===== src/verilog/pdc_consts.svh =====
// Offsets, field positions, reset values and frame counts
`ifndef PDC_CONSTS_SVH
`define PDC_CONSTS_SVH
`define PDC_OFS_POWER      7'h08
`define PDC_OFS_OUT_PD     7'h09
`define PDC_OFS_MASK       7'h0d
`define PDC_OFS_SYNC_CFG   7'h0e
`define PDC_RESET_VAL      8'h00
`define PDC_IDX_POWER      2'h0
`define PDC_IDX_OUT_PD     2'h1
`define PDC_IDX_MASK       2'h2
`define PDC_IDX_SYNC_CFG   2'h3
`define PDC_BIT_GSLEEP     0
`define PDC_BIT_FRAME_OFF  5
`define PDC_BIT_BCLK_OFF   4
`define PDC_BIT_A1_OFF     3
`define PDC_BIT_A0_OFF     2
`define PDC_BIT_B1_OFF     1
`define PDC_BIT_B0_OFF     0
`define PDC_BIT_KEEP_CLK   3
`define PDC_BIT_KEEP_RAMP  2
`define PDC_BIT_BG_OFF     1
`define PDC_BIT_PIN_SYNC   7
`define PDC_BIT_SW_SYNC    6
`define PDC_BIT_SW_SYNC_EN 5
`define PDC_BIT_REF_SOURCE 3
`define PDC_BIT_REF_SEL_HI 2
`define PDC_BIT_REF_SEL_LO 1
`define PDC_BIT_SE_CLK     0
`define PDC_FRAME_BITS     5'h10
`define PDC_ADDR_BITS      5'h08
`endif


===== src/verilog/pdc_pkg.sv =====
// Types shared by the power-down control register bank
package pdc_pkg;
    typedef logic [7:0] pdc_byte_t;
    typedef logic [6:0] pdc_addr_t;
    typedef logic [1:0] pdc_idx_t;
    typedef logic [4:0] pdc_cnt_t;
endpackage


===== src/verilog/pdc_serial_port.sv =====
// Serial control port: 16-bit frames, read flag, address, data
`timescale 1ns/1ns
`default_nettype none
`include "pdc_consts.svh"
module pdc_serial_port
(
    // Clock and reset
    input  wire logic         clk,
    input  wire logic         resetn,
    // Serial pins
    input  wire logic         spi_cs_n,
    input  wire logic         spi_sclk,
    input  wire logic         spi_sdi,
    output var  logic         spi_sdo,
    output var  logic         spi_sdo_en,
    // Register side
    input  wire pdc_pkg::pdc_byte_t rd_data,
    output var  pdc_pkg::pdc_addr_t addr,
    output var  pdc_pkg::pdc_byte_t wr_data,
    output var  logic         wr_stb
);
    import pdc_pkg::*;

    logic      sclk_r, sclk_nxt;
    pdc_cnt_t  cnt_r, cnt_nxt;
    logic [15:0] sh_r, sh_nxt;
    pdc_byte_t out_r, out_nxt;
    logic      rd_r, rd_nxt;
    pdc_addr_t addr_r, addr_nxt;
    logic      stb_r, stb_nxt;
    logic      oe_r, oe_nxt;
    logic      rise, fall;

    assign rise = spi_sclk & ~sclk_r;
    assign fall = ~spi_sclk & sclk_r;

    always_comb
    begin
        sclk_nxt = spi_sclk;
        cnt_nxt  = cnt_r;
        sh_nxt   = sh_r;
        out_nxt  = out_r;
        rd_nxt   = rd_r;
        addr_nxt = addr_r;
        stb_nxt  = 1'b0;
        oe_nxt   = oe_r;
        if (spi_cs_n)
        begin
            // Deselect aborts any partial frame
            cnt_nxt = 5'h00;
            oe_nxt  = 1'b0;
        end
        else if (rise && cnt_r < `PDC_FRAME_BITS)
        begin
            sh_nxt  = {sh_r[14:0], spi_sdi};
            cnt_nxt = cnt_r + 5'h01;
            if (cnt_r == `PDC_ADDR_BITS - 5'h01)
            begin
                rd_nxt   = sh_r[6];
                addr_nxt = {sh_r[5:0], spi_sdi};
            end
            if (cnt_r == `PDC_FRAME_BITS - 5'h01)
                stb_nxt = ~rd_r;
        end
        else if (fall && rd_r && cnt_r >= `PDC_ADDR_BITS)
        begin
            // First falling edge loads, later ones shift
            if (cnt_r == `PDC_ADDR_BITS)
                out_nxt = rd_data;
            else
                out_nxt = {out_r[6:0], 1'b0};
            oe_nxt = 1'b1;
        end
    end

    always_ff @(posedge clk or negedge resetn)
    begin
        if (!resetn)
        begin
            sclk_r <= 1'b0;
            cnt_r  <= 5'h00;
            sh_r   <= 16'h0000;
            out_r  <= 8'h00;
            rd_r   <= 1'b0;
            addr_r <= 7'h00;
            stb_r  <= 1'b0;
            oe_r   <= 1'b0;
        end
        else
        begin
            sclk_r <= sclk_nxt;
            cnt_r  <= cnt_nxt;
            sh_r   <= sh_nxt;
            out_r  <= out_nxt;
            rd_r   <= rd_nxt;
            addr_r <= addr_nxt;
            stb_r  <= stb_nxt;
            oe_r   <= oe_nxt;
        end
    end

    assign spi_sdo    = out_r[7];
    assign spi_sdo_en = oe_r;
    assign addr       = addr_r;
    assign wr_data    = sh_r[7:0];
    assign wr_stb     = stb_r;
endmodule
`default_nettype wire


===== src/verilog/pdc_regs.sv =====
// Power-down, mask and sync/reference register bank with its controls
// How it works
// - Bit 5 of output power-down register turns frame clock buffer off.
// - Bit 4 turns bit clock buffer off; zero keeps it driving.
// - Bit 3 turns channel A lane 1 off; format never does.
// - Bit 2 turns channel A lane 0 off; zero keeps it on.
// - Bit 1 turns channel B lane 1 off; format never does.
// - Bit 0 turns channel B lane 0 off; format never does.
// - In sleep, sample clock buffer off unless mask bit 3 set.
// - In sleep, reference amplifier off unless mask bit 2 set.
// - In sleep, bandgap off only when mask bit 1 set.
// - Sync/reference layout bits 7,6,5,3,2-1,0; resets to zero.
// - Software sleep bit 0 enters global sleep, mask picks victims.
// - Shared pin high sleeps when bit 7 clear, syncs when set.
// - Toggling bit 6 syncs only when enabled; host clears it.
`timescale 1ns/1ns
`default_nettype none
`include "pdc_consts.svh"
module pdc_regs
(
    // Clock and reset
    input  wire logic         clk,
    input  wire logic         resetn,
    // Serial control port
    input  wire logic         spi_cs_n,
    input  wire logic         spi_sclk,
    input  wire logic         spi_sdi,
    output var  logic         spi_sdo,
    output var  logic         spi_sdo_en,
    // Shared sync / sleep pin
    input  wire logic         sync_sleep_pin,
    // Output buffer controls
    output var  logic         frame_clock_out_off,
    output var  logic         bit_clock_out_off,
    output var  logic         chan_a_lane_one_off,
    output var  logic         chan_a_lane_zero_off,
    output var  logic         chan_b_lane_one_off,
    output var  logic         chan_b_lane_zero_off,
    // Analog block controls
    output var  logic         global_sleep,
    output var  logic         sample_clock_buffer_off,
    output var  logic         reference_amplifier_off,
    output var  logic         bandgap_off,
    // Sync and reference
    output var  logic         sync_pulse,
    output var  logic         reference_source_control,
    output var  logic [1:0]   reference_select,
    output var  logic         single_ended_clock_enable
);
    import pdc_pkg::*;

    pdc_addr_t addr;
    pdc_byte_t wr_data;
    pdc_byte_t rd_data;
    logic      wr_stb;
    logic      hit;
    pdc_idx_t  idx;

    pdc_byte_t bank_r [4];
    pdc_byte_t bank_nxt [4];
    logic      pin_r, pin_nxt;
    logic      tog_r, tog_nxt;
    logic [5:0] buf_r, buf_nxt;
    logic [3:0] ana_r, ana_nxt;
    logic      sync_r, sync_nxt;
    logic [3:0] ref_r, ref_nxt;
    logic      sleep_now;

    pdc_serial_port u_port
    (
        .clk        (clk),
        .resetn     (resetn),
        .spi_cs_n   (spi_cs_n),
        .spi_sclk   (spi_sclk),
        .spi_sdi    (spi_sdi),
        .spi_sdo    (spi_sdo),
        .spi_sdo_en (spi_sdo_en),
        .rd_data    (rd_data),
        .addr       (addr),
        .wr_data    (wr_data),
        .wr_stb     (wr_stb)
    );

    // Decode shared by read and write paths
    function automatic logic [2:0] decode(input pdc_addr_t a);
        case (a)
            `PDC_OFS_POWER:    decode = {1'b1, `PDC_IDX_POWER};
            `PDC_OFS_OUT_PD:   decode = {1'b1, `PDC_IDX_OUT_PD};
            `PDC_OFS_MASK:     decode = {1'b1, `PDC_IDX_MASK};
            `PDC_OFS_SYNC_CFG: decode = {1'b1, `PDC_IDX_SYNC_CFG};
            default:           decode = 3'h0;
        endcase
    endfunction

    assign {hit, idx} = decode(addr);
    // read-back of stored value, unmapped reads zero
    assign rd_data = hit ? bank_r[idx] : 8'h00;

    // Register writes
    always_comb
    begin
        for (int i = 0; i < 4; i++)
            bank_nxt[i] = bank_r[i];
        if (wr_stb && hit)
            bank_nxt[idx] = wr_data;
    end

    generate
        for (genvar g = 0; g < 4; g++)
        begin : g_bank
            always_ff @(posedge clk or negedge resetn)
            begin
                if (!resetn)
                    bank_r[g] <= `PDC_RESET_VAL;
                else
                    bank_r[g] <= bank_nxt[g];
            end
        end
    endgenerate

    // Control decode from stored settings
    always_comb
    begin
        pin_nxt = sync_sleep_pin;
        tog_nxt = bank_r[`PDC_IDX_SYNC_CFG][`PDC_BIT_SW_SYNC];
        // pin sleeps only when sync use is off
        sleep_now = bank_r[`PDC_IDX_POWER][`PDC_BIT_GSLEEP]
            | (sync_sleep_pin
               & ~bank_r[`PDC_IDX_SYNC_CFG][`PDC_BIT_PIN_SYNC]);
        buf_nxt = bank_r[`PDC_IDX_OUT_PD][5:0];
        // sleep flag, clock buffer, ref amp, bandgap with mask not inverted
        ana_nxt[3] = sleep_now;
        ana_nxt[2] = sleep_now
            & ~bank_r[`PDC_IDX_MASK][`PDC_BIT_KEEP_CLK];
        ana_nxt[1] = sleep_now
            & ~bank_r[`PDC_IDX_MASK][`PDC_BIT_KEEP_RAMP];
        ana_nxt[0] = sleep_now
            & bank_r[`PDC_IDX_MASK][`PDC_BIT_BG_OFF];
        // pin rising edge syncs when bit 7 set
        // a change of bit 6 syncs while enabled
        sync_nxt = (sync_sleep_pin & ~pin_r
                    & bank_r[`PDC_IDX_SYNC_CFG][`PDC_BIT_PIN_SYNC])
            | ((tog_nxt ^ tog_r)
               & bank_r[`PDC_IDX_SYNC_CFG][`PDC_BIT_SW_SYNC_EN]);
        ref_nxt = {bank_r[`PDC_IDX_SYNC_CFG][`PDC_BIT_REF_SOURCE],
                   bank_r[`PDC_IDX_SYNC_CFG][`PDC_BIT_REF_SEL_HI],
                   bank_r[`PDC_IDX_SYNC_CFG][`PDC_BIT_REF_SEL_LO],
                   bank_r[`PDC_IDX_SYNC_CFG][`PDC_BIT_SE_CLK]};
    end

    always_ff @(posedge clk or negedge resetn)
    begin
        if (!resetn)
        begin
            pin_r  <= 1'b0;
            tog_r  <= 1'b0;
            buf_r  <= 6'h00;
            ana_r  <= 4'h0;
            sync_r <= 1'b0;
            ref_r  <= 4'h0;
        end
        else
        begin
            pin_r  <= pin_nxt;
            tog_r  <= tog_nxt;
            buf_r  <= buf_nxt;
            ana_r  <= ana_nxt;
            sync_r <= sync_nxt;
            ref_r  <= ref_nxt;
        end
    end

    assign frame_clock_out_off       = buf_r[`PDC_BIT_FRAME_OFF];
    assign bit_clock_out_off         = buf_r[`PDC_BIT_BCLK_OFF];
    assign chan_a_lane_one_off       = buf_r[`PDC_BIT_A1_OFF];
    assign chan_a_lane_zero_off      = buf_r[`PDC_BIT_A0_OFF];
    assign chan_b_lane_one_off       = buf_r[`PDC_BIT_B1_OFF];
    assign chan_b_lane_zero_off      = buf_r[`PDC_BIT_B0_OFF];
    assign global_sleep              = ana_r[3];
    assign sample_clock_buffer_off   = ana_r[2];
    assign reference_amplifier_off   = ana_r[1];
    assign bandgap_off               = ana_r[0];
    assign sync_pulse                = sync_r;
    assign reference_source_control  = ref_r[3];
    assign reference_select          = ref_r[2:1];
    assign single_ended_clock_enable = ref_r[0];
endmodule
`default_nettype wire


===== config.mk =====
export PLATFORM = sky130hd
export DESIGN_NAME = pdc_regs
export DESIGN_NICKNAME = d
export VERILOG_FILES = /design/src/verilog/pdc_pkg.sv /design/src/verilog/pdc_serial_port.sv /design/src/verilog/pdc_regs.sv
export VERILOG_INCLUDE_DIRS = /design/src /design/src/verilog
export SDC_FILE = /design/constraint.sdc
export NUM_CORES = 1
export LEC_CHECK = 0
export BUFFER_PORTS_ARGS = -buffer_cell sky130_fd_sc_hd__buf_2
export CAP_MARGIN = 10
export CORE_MARGIN = 5
export CORE_UTILIZATION = 28
export CTS_CLUSTER_DIAMETER = 100
export DETAILED_ROUTE_END_ITERATION = 10
export GPL_TIMING_DRIVEN = 1
export PLACE_DENSITY_LB_ADDON = 0.1
export SYNTH_ARGS = -nofsm -noshare
export SYNTH_HDL_FRONTEND = slang
export SYNTH_HIERARCHICAL = 1
export SYNTH_SLANG_ARGS = --single-unit

===== constraint.sdc =====
create_clock -name clk -period 6.4 [get_ports clk]
set_clock_uncertainty 0.05 [all_clocks]
set_input_delay 1.28 -clock clk [delete_from_list [all_inputs] [get_ports clk]]
set_output_delay 1.28 -clock clk [all_outputs]
set_load 0.01 [all_outputs]

-- Word-level counts from Yosys, hierarchy flattened
Cells that the tools add are included.
- bits in registers: 81
- input bits: 6
- word-level logic and storage cells: 81
- add/subtract/negate cells: 1
- $lt $le $gt $ge: 4
- eq/ne operators: 8
- multiplexer cells: 17
- bitwise logic cells: 22
- reduce and logical (&&, ||, !) cells: 11
- operators with widths (kind ; count):
    two-way mux 8 bit ; 5
    bitwise mux 32 bit ; 1
    equality test 7 x 4 -> 1 bit (second input constant) ; 4
    binary-select mux 8 bit (select 2 bit) ; 1
    demux 8 bit (select 2 bit) ; 1
    one-hot mux 3 bit (4 select lines) ; 1
    equality test 5 x 4 -> 1 bit (second input constant) ; 2
    two-way mux 5 bit ; 2
    bitwise AND 1 bit ; 9
    inverter 1 bit ; 9
    two-way mux 1 bit ; 6
    AND reduction 3 bit ; 2
    adder 5 x 1 -> 5 bit (second input constant) ; 1
    equality test 5 x 3 -> 1 bit (second input constant) ; 1
    greater-or-equal comparator 5 x 4 -> 1 bit (second input constant) ; 1
    logical AND 1 bit ; 5
    less-than comparator 5 bit (second input constant) ; 1
    AND reduction 2 bit ; 2
    nonzero test 2 bit ; 2
    greater-or-equal comparator 3 bit (second input constant) ; 1
    less-than comparator 3 x 1 -> 1 bit (second input constant) ; 1
    inverter 2 -> 3 bit ; 1
    != test 2 bit (second input constant) ; 1
    OR 1 bit ; 2
    bitwise XOR 1 bit ; 1

-- Logic depth before layout (Yosys ltp)
Gate-level depths: netlist of the first run.
- word-level depth: 8
- gate-level depth with buffers: 7

-- Cells and area by module
Netlist of the first run, hierarchy kept.
- modules (own cells, without submodules) (module ; instances ; cells an instance ; area an instance (um^2)):
    pdc_regs ; 1 ; 141 ; 1985.7
    pdc_serial_port ; 1 ; 101 ; 1431.4

-- Worst setup path before layout of the first run
Ideal clock, no wire load.
- path type: input port to flip-flop
- start: input spi_cs_n
- end: register u_port.addr_r[0] (netlist: u_port/addr[0])
- library setup time: 0.125 ns
- arrival: 2.300 ns
- slack: 3.925 ns
- stages: 5
- path buffers: 2
- path through: buf_6 -> nor4b_2 -> buf_4 -> nand4_4 -> mux2_2
- word-level cells in the longest chain between the ends: 2
- RTL lines (item ; RTL line ; RTL):
    from (decl) ; pdc_regs.sv:25 ; input wire logic spi_cs_n,
    inverter 1 bit (no source line) ; n/a ;
    AND reduction 3 bit (no source line) ; n/a ;
    to (signal assigned) ; pdc_serial_port.sv:96 ; addr_r <= addr_nxt;
    to (decl) ; pdc_serial_port.sv:29 ; pdc_addr_t addr_r, addr_nxt;
Every way passes these cells.
A chain may end at the register's enable or synchronous reset.

-- Worst setup path after layout of the first run
- start: register u_port.addr_r[2] (netlist: u_port/addr[2])
- end: register u_port.out_r[3]
- word-level cells in the longest chain between the ends: 8
- elaborated cells on any way between the ends: 11
- RTL lines (item ; RTL line ; RTL):
    equality test 7 x 4 -> 1 bit ; pdc_regs.sv:86 ; case (a)
    one-hot mux 3 bit (4 select lines) (*) ; pdc_regs.sv:86 ;
    inverter 2 -> 3 bit (implied by the code) ; pdc_regs.sv:97 ; assign rd_data = hit ? bank_r[idx] : 8'h00;
    binary-select mux 8 bit (select 2 bit) ; pdc_regs.sv:97 ;
    two-way mux 8 bit (implied by the code) (2 in a row) ; pdc_regs.sv:97 ;
    two-way mux 8 bit (*) ; pdc_regs.sv:97 ;
    net rd_data[3] ; pdc_regs.sv:54 ; pdc_byte_t rd_data;
    two-way mux 8 bit (*) ; pdc_serial_port.sv:68 ; if (cnt_r == `PDC_ADDR_BITS)
    to (signal assigned) ; pdc_serial_port.sv:94 ; out_r <= out_nxt;
    to (decl) ; pdc_serial_port.sv:27 ; pdc_byte_t out_r, out_nxt;
The timed path passes the listed nets; every way through them passes the cells marked *. The select of a mux whose other input is x is not followed.

==> flow_summary.toml, run 1 <==
[run_status]
status = "finished, final reports clean"

[drt]
route.met2.wl_um = 3390
drtAntennaViolNets = 0
wl_met3_um = 209
drc_errors = 0
top_layer = "met4"
firstDrtPassIters = 4
vias = 2017
via_per_inst = 4.802
wl_um = 7130
drt-wirelength-per-cell_um = 16.98
drt_iter0_drc = 83
wl_met1_um = 3357

[sta]
max_freq_ghz = 0.4160
setup_viol = 0
finalCriticalPeriod_ns = 2.404
worst_slew_pin_slew_ns = 1.020
rsz0062_at_grt = "false"
final_max_slew_viol_count = 0
timing.final.crit_share = 0.3756
hold_viol = 0
maxSlewHeadroom = 0.3203
tns_ns = 0
setup_slack_ns = 3.996

[place]
port_buffers = 22
gp_congestion = 0.6937
dpl.cell_count = 406
hpwl_um = 4829
dp_slack_ns = 3.722

[floorplan]
num_rows = 40
pin_count = 23
die_height_um = 120.5
initial_utilization = 0.2845
core_region_area_sq_um = 12010
die-area_sq_um = 14510
die_w_um = 120.5

[clocking]
cts_resized = 0
clock-sinks = 81
cts_tree = "yes"
clk_latency_ns = 0.33
cts_setup_buffers = 0
cts_buffers = 9
path_clk_slew_ns = 0.06
htreeDepth = 3
clk_path_buf_depth = 2
root_buffer = "clkbuf_16"
holdBufCountCts = 0

[global_route]
grt_first_pass_wirelength_um = 11690
grt_max_degree = 82
grt_pass1_vias = 2034
antenna_found_initial = 0
grt_util_all_layers = 0.1077
overflow = 0

[critical_path]
cp_max_fo = 11
cp.arrival_ns = 2.57
timing.rr.start = "u_port/addr[2]"
crit_path_start_kind = "flop"
startpoint = "u_port/addr[2]"
cp-end-kind = "flop"
worstSetupPathType = "flop to flop"
crit_required_ns = 6.57

[yosys]
syn_inst = 242
synthMuxAreaShare = 0.2102
synth_compound_area_frac = 0.06591
synth_fp_nets = 251
synthXorXnorAreaFrac = 0.005126
synth-adder-area-share = 0.01098
synth_area_per_cell_sq_um = 14.12
netlist_area_sq_um = 3417
synth-simple-area-share = 0.09301
ys_seq_elements = 81
yosysWarningCount = 6
ys_seq_area_frac = 0.5932
synth_top_family_by_area = "multiplexers"
synth_cell_types = 37

[cells_and_area]
multi_input_area_sq_um = 1316
final_cell_mix = "81 x dfrtp_1, 62 x mux2_2, 21 x buf_2"
syn_to_final_growth_pct = 16.04
diodes = 0
fin_nets = 279
fin_cells = 420
layout_commonest_cell = "dfrtp_1"
fillers = 1217
regArea_sq_um = 2027
drive_above_1_share = 0.4103

[power_and_ir_drop]
pwr-share-clk = 0.442
p_sw_w = 0.0002636
finalPower_w = 0.001127
seqPwrFrac = 0.520
swShare = 0.2338
p_int_w = 0.0008637
power_density_nw_per_um2 = 284.3
power_frac_comb = 0.038
max-vdd-ir-drop_mv = 0.1328
p_leak_nw = 1.899

[job]
max-cap-violations = 0

[worst_hold_path]
hp-start = "bank_r[2]"
holdCritPathClass = "flop to flop"
==> metrics by stage <==
stage,utilization,hold slack (ns),cell area [sq um]
finish,0.3301,0.3460,3965
global route,0.3301,0.3557,3965
CTS,0.3301,0.3478,3965
detailed placement,0.3065,0.3345,3681
global placement,0.3065,0.3347,3681
floorplan,-,0.3191,3417
==> synthesized netlist by cell type <==
cell / count / area share
a21oi_1: 4 / 0.0059
a22oi_1: 16 / 0.035
a31oi_1: 8 / 0.015
and3_1: 1 / 0.0018
and3_2: 1 / 0.0022
and3b_1: 2 / 0.0051
buf_2: 2 / 0.0029
buf_4: 1 / 0.0022
buf_6: 2 / 0.0066
clkbuf_1: 2 / 0.0022
dfrtp_1: 81 / 0.59
ha_1: 3 / 0.011
inv_1: 7 / 0.0077
mux2_2: 62 / 0.20
mux2i_1: 2 / 0.0059
nand2_1: 12 / 0.013
nand2b_1: 2 / 0.0037
nand3_1: 1 / 0.0015
nand3_2: 3 / 0.0088
nand4_2: 1 / 0.0037
nand4_4: 1 / 0.0062
nor2_1: 7 / 0.0077
nor2b_1: 3 / 0.0055
nor3_1: 1 / 0.0015
nor3_2: 1 / 0.0029
nor3_4: 1 / 0.0048
nor4b_2: 1 / 0.0044
nor4b_4: 1 / 0.0070
nor4bb_1: 2 / 0.0059
o21ai_0: 4 / 0.0059
o21ai_1: 1 / 0.0015
o21ba_2: 1 / 0.0029
or3_1: 1 / 0.0018
or3b_1: 1 / 0.0026
or4b_2: 1 / 0.0029
xnor2_1: 1 / 0.0026
xor2_1: 1 / 0.0026
==> worst max-delay path: stages, from the launching register on <==
cell	delay [ns]
dfrtp_1	0.45
and3b_1	0.37
o21ai_1	0.66
a31oi_1	0.19
mux2_2	0.31
mux2_2	0.25
==> layer usage <==
layer  vias to the layer above  global-route usage
met5                         -                   0
met4                         0             0.05524
met3                        14             0.02292
met2                        28              0.1614
met1                      1034              0.1465
li1                        941                   -
==> cell families after synthesis <==
family	count (synthesis)
DFF	81
muxes	64
and+or+nand+nor	44
AOI/OAI and AO/OA	34
buffers and inverters	14
adders and majority gates	3
xor gates and xnor gates	2
==> power by group through the flow <==
stage	Combinational, W	Sequential (W)	Clock [W]
finish	0.0000432	0.000586	0.000498
global route	0.0000494	0.000591	0.000538
CTS	0.0000450	0.000587	0.000517
detailed placement	0.0000450	0.000596	0
global placement	0.0000446	0.000597	0
floorplan	0.0000278	0.000569	0
==> state kept, by name, summed over array words and instances (netlist names) <==
register and count:
bank_r 32, u_port/out_r 8, u_port/sh_r 8, u_port/addr 7, buf_r 6, u_port/cnt_r 5
ana_r 4, ref_r 4, pin_r 1, sync_pulse 1, tog_r 1, u_port/rd_r 1
u_port/sclk_r 1, u_port/spi_sdo_en 1, u_port/wr_stb 1
==> path summary, 6_finish.rpt <==
| path | end | slack [ns] | depth (start not counted) |
|---|---|---|---|
| max | u_port/out_r[3] | 4.00 | 5 |
| min | ref_r[2] | 0.35 | 0 |
| max reg2reg | u_port/out_r[3] | 4.00 | 5 |
| min reg2reg | ref_r[2] | 0.35 | 0 |
| max in group asynchronous | u_port/spi_sdo_en | 4.57 | 1 |
| min in group asynchronous | buf_r[2] | 1.08 | 1 |
==> area by class of cell <==
cell class	instances	area share
well taps	147	0.04639
clock buffers	10	0.06027
flip-flops and latches	81	0.5112
repair buffers	24	0.03219
multi-input cells	147	0.3320
clock inverters	4	0.01136
inverters	7	0.006627
Power figures use the tool's default switching activity.
==> run 2, diff against run 1 <==
clock period = 1.95 ns   (was 6.4 ns; I/O delays follow)
==> flow_summary.toml, run 2 (synthesis gave the netlist of run 1 again) <==
[drt]
firstDrtPassIters = 5
drtAntennaViolNets = 0
vias = 2063
drt_iter0_drc = 99
drc_errors = 0
wl_um = 7259
via_per_inst = 4.721
drt-wirelength-per-cell_um = 16.61

[cells_and_area]
fillers = 1201
drive_above_1_share = 0.4966
layout_commonest_cell = "dfrtp_1"
final_cell_mix = "81 x dfrtp_1, 62 x mux2_2, 21 x buf_2"
fin_nets = 295
largest-register = "bank_r"
diodes = 0
syn_to_final_growth_pct = 22.85
largest_register_ffs = 32
reg_top3 = "bank_r: 32 flops, u_port/out_r: 8 flops, u_port/sh_r: 8 flops"
final_cell_area_sq_um = 4198

[sta]
rsz0062_at_grt = "true"
setup_slack_ns = 0.04820
timing.final.crit_share = 0.9753
maxSlewHeadroom = 0.6615
setup_viol = 0
hold_viol = 0
worst_slew_pin_slew_ns = 0.5025
max_freq_ghz = 0.5258
tns_ns = 0
finalCriticalPeriod_ns = 1.902
final_max_slew_viol_count = 0

[worst_hold_path]
hold_depth = 1
hp-start = "sync_sleep_pin"
holdCritPathClass = "input pin to flop"
holdPathEnd = "pin_r"

[critical_path]
worstSetupPathType = "flop to flop"
slowest_stage = "or4b_4"
cp_cell_sequence = "or4b_4 -> nand2_1 -> a31oi_1 -> mux2_2 -> mux2_2"
worst_path_largest_cell_delay_ns = 0.62
cp-end-kind = "flop"
crit_required_ns = 2.12
reg2reg_slack_ns = 0.05
worst_r2r_endpoint = "u_port/out_r[5]"
crit_path_start_kind = "flop"
cp_max_fo = 8
cp_common_cell = "mux2_2"
timing.rr.start = "u_port/addr[5]"
rr_worst_depth = 5
cp.arrival_ns = 2.07

[floorplan]
pin_count = 23
die-area_sq_um = 14510
num_rows = 40
die_w_um = 120.5
core_region_area_sq_um = 12010
die_height_um = 120.5
initial_utilization = 0.2845

[clocking]
clk_path_buf_depth = 2
cts_buffers = 9
htreeDepth = 3
cts_tree = "yes"
path_clk_slew_ns = 0.06
clock-sinks = 81
root_buffer = "clkbuf_16"
clk_latency_ns = 0.34

[power_and_ir_drop]
finalPower_w = 0.003592
max-vdd-ir-drop_mv = 0.4081
power_density_nw_per_um2 = 855.7
p_leak_nw = 1.983

[run_status]
status = "finished, final reports clean"

[global_route]
grt_pass1_vias = 2107
grt_max_degree = 51
grt_first_pass_wirelength_um = 11810
grt_util_all_layers = 0.1086
antenna_found_initial = 0
overflow = 0

[place]
hpwl_um = 4963
gp_congestion = 0.7139
port_buffers = 22
dpl_cell_area_sq_um = 3807
dp_slack_ns = 0.006841

[job]
max-cap-violations = 0
-- run 2: stage by stage --
step	instances	hold WS, ns	util
after CTS	436	0.1293	0.3409
after floorplan	242	0.04441	-
after global placement	419	0.3269	0.3170
after global routing	437	0.1305	0.3495
after detailed placement	419	0.3220	0.3170
final	437	0.1333	0.3495
-- run 2: area by class of cell --
cell class | instances | area, sq um | share of cell area
sequential | 81 | 2027 | 0.4829
multi-input combinational | 147 | 1414 | 0.3368
timing repair buffer | 40 | 282.8 | 0.06736
clock buffer | 12 | 246.5 | 0.05872
tap | 147 | 183.9 | 0.04382
inverter | 7 | 26.28 | 0.006259
clock inverter | 3 | 17.52 | 0.004173
-- run 2: worst max-delay path by stage --
| stage | startpoint | to | slack, ns | depth (start not counted) |
|---|---|---|---|---|
| floorplan | u_port/addr[5] | u_port/out_r[1] | 0.07 | 6 |
| global placement | u_port/addr[5] | u_port/out_r[7] | 0.02 | 5 |
| detailed placement | u_port/addr[5] | u_port/out_r[7] | 0.007 | 5 |
| CTS | u_port/cnt_r[0] | u_port/out_r[3] | 0.02 | 6 |
| global route | u_port/addr[0] | u_port/out_r[3] | -0.02 | 7 |
| finish | u_port/addr[5] | u_port/out_r[5] | 0.05 | 5 |
-- run 2: what timing repair did --
action	CTS	global route
setup buffers	1	1
endpoints found under the hold margin	31	0
endpoints found under the setup margin	1	7
resized for setup	1	21
hold buffers	1	0
pin swaps	1	4
-- run 2: power by group --
group	switching, W	internal, W	total [W]
clock	0.000641	0.000886	0.00153
sequential	0.000151	0.00176	0.00191
combinational	0.0000709	0.0000856	0.000156
-- run 2: worst max-delay path, delay by kind of cell (launching register included) --
| kind | cells | cell delay, ns |
|---|---|---|
| mux | 2 | 0.54 |
| flops | 1 | 0.39 |
| compound gates | 1 | 0.09 |
| simple gates | 2 | 0.72 |
-- run 2: per-layer routing --
layer / up-vias / share of wire / GRT usage
li1: 968 / - / -
met1: 1052 / 0.47 / 0.1437
met2: 33 / 0.48 / 0.1635
met3: 10 / 0.039 / 0.03742
met4: 0 / 0.016 / 0.04249
met5: - / 0 / 0
==> run 3, diff against run 2 <==
CORE_UTILIZATION = 54   (was 28)
==> flow_summary.toml, run 3 (synthesis gave the netlist of run 1 again) <==
[place]
hpwl_um = 4299
port_buffers = 22
gp_congestion = 0.8134
dpl.cell_count = 347

[floorplan]
die_height_um = 89.55
die_w_um = 89.55
num_rows = 29
core_region_area_sq_um = 6241
pin_count = 23
die-area_sq_um = 8018
initial_utilization = 0.5475

[drt]
drt_iter0_drc = 102
via_per_inst = 5.587
drc_errors = 0
vias = 2028
drtAntennaViolNets = 0
drt-wirelength-per-cell_um = 17.64
firstDrtPassIters = 4
wl_um = 6405

[critical_path]
worst_r2r_endpoint = "u_port/out_r[3]"
crit_path_start_kind = "flop"
slowest_stage = "or4b_4"
rr_worst_depth = 5
reg2reg_slack_ns = 0.03
worst_path_largest_cell_delay_ns = 0.61
cp_max_fo = 8
crit_required_ns = 2.13
worstSetupPathType = "flop to flop"
timing.rr.start = "u_port/addr[4]"
cp_common_cell = "mux2_2"
cp.arrival_ns = 2.10
cp-end-kind = "flop"
cp_cell_sequence = "or4b_4 -> nand2_1 -> a31oi_1 -> mux2_2 -> mux2_2"

[cells_and_area]
largest_register_ffs = 32
reg_top3 = "bank_r: 32 flops, u_port/out_r: 8 flops, u_port/sh_r: 8 flops"
largest-register = "bank_r"
syn_to_final_growth_pct = 14.50
drive_above_1_share = 0.4441
layout_commonest_cell = "dfrtp_1"
fin_cells = 363
fin_nets = 291
final_cell_mix = "81 x dfrtp_1, 62 x mux2_2, 21 x buf_2"
diodes = 0

[power_and_ir_drop]
max-vdd-ir-drop_mv = 0.5834
finalPower_w = 0.003199
p_leak_nw = 1.920
power_density_nw_per_um2 = 817.7

[sta]
setup_viol = 0
final_max_slew_viol_count = 0
timing.final.crit_share = 0.9846
hold_viol = 0
maxSlewHeadroom = 0.6841
finalCriticalPeriod_ns = 1.920
worst_slew_pin_slew_ns = 0.4689
max_freq_ghz = 0.5209

[clocking]
holdBufCountCts = 0
cts_tree = "yes"
clk_latency_ns = 0.34
root_buffer = "clkbuf_8"
clock-sinks = 81
htreeDepth = 3
cts_buffers = 9
path_clk_slew_ns = 0.08
clk_path_buf_depth = 2

[global_route]
overflow = 0
grt_pass1_vias = 2068
antenna_found_initial = 0
grt_first_pass_wirelength_um = 10490
grt_max_degree = 82
grt_util_all_layers = 0.1805

[job]
max-cap-violations = 0

[run_status]
status = "finished, final reports clean"

[worst_hold_path]
holdCritPathClass = "input pin to async pin"
-- run 3: power breakdown --
group | switching, W | internal (W)
clock network | 0.000562 | 0.000580
logic | 0.0000667 | 0.0000786
registers | 0.000158 | 0.00175
-- run 3: timing repair --
action | CTS | global route
setup buffers | 0 | 1
resized for setup | 0 | 7
setup endpoints to repair | 0 | 7
-- run 3: routing by layer --
layer | track usage | wire length, um | up-vias
met5 | 0 | 0 | -
met4 | 0.05683 | 88 | 0
met3 | 0.05069 | 269 | 8
met2 | 0.2766 | 3082 | 27
met1 | 0.2498 | 2965 | 1035
li1 | - | - | 958
-- run 3: layout make-up --
class,instances,area [sq um]
Fill cell,494,2328
Sequential cell,81,2027
Multi-Input combinational cell,147,1353
Timing Repair Buffer,36,234.0
Clock buffer,11,131.4
Tap cell,77,96.34
Clock inverter,4,45.04
Inverter,7,26.28
-- run 3: worst max-delay path: cells and delay by family, from the launching register on --
family,cells,cell delay (ns)
mux,2,0.54
simple gates,2,0.71
flops,1,0.42
compound gates,1,0.08
-- run 3: through the flow --
step	setup WS, ns	instance area [sq um]	TNS, ns	util	hold WS [ns]
final	0.03013	3913	0	0.6269	0.01891
after global routing	-0.0004579	3913	-0.0006197	0.6269	0.02920
after CTS	0.01559	3869	0	0.6199	0.02100
after detailed placement	0.02535	3692	0	0.5916	0.3352
after global placement	0.04733	3692	0	0.5916	0.3297
after floorplan	0.06951	3431	0	-	0.04441
-- run 3: how the worst max path moves through the flow --
stage                    startpoint         endpoint  slack (ns)  cells past startpoint
floorplan            u_port/addr[5]  u_port/out_r[1]        0.07                      6
global placement    u_port/cnt_r[0]  u_port/out_r[4]        0.05                      6
detailed placement   u_port/addr[5]  u_port/out_r[3]        0.03                      5
CTS                 u_port/cnt_r[0]  u_port/out_r[3]        0.02                      6
global route         u_port/addr[1]  u_port/out_r[4]     -0.0005                      7
finish               u_port/addr[4]  u_port/out_r[3]        0.03                      5
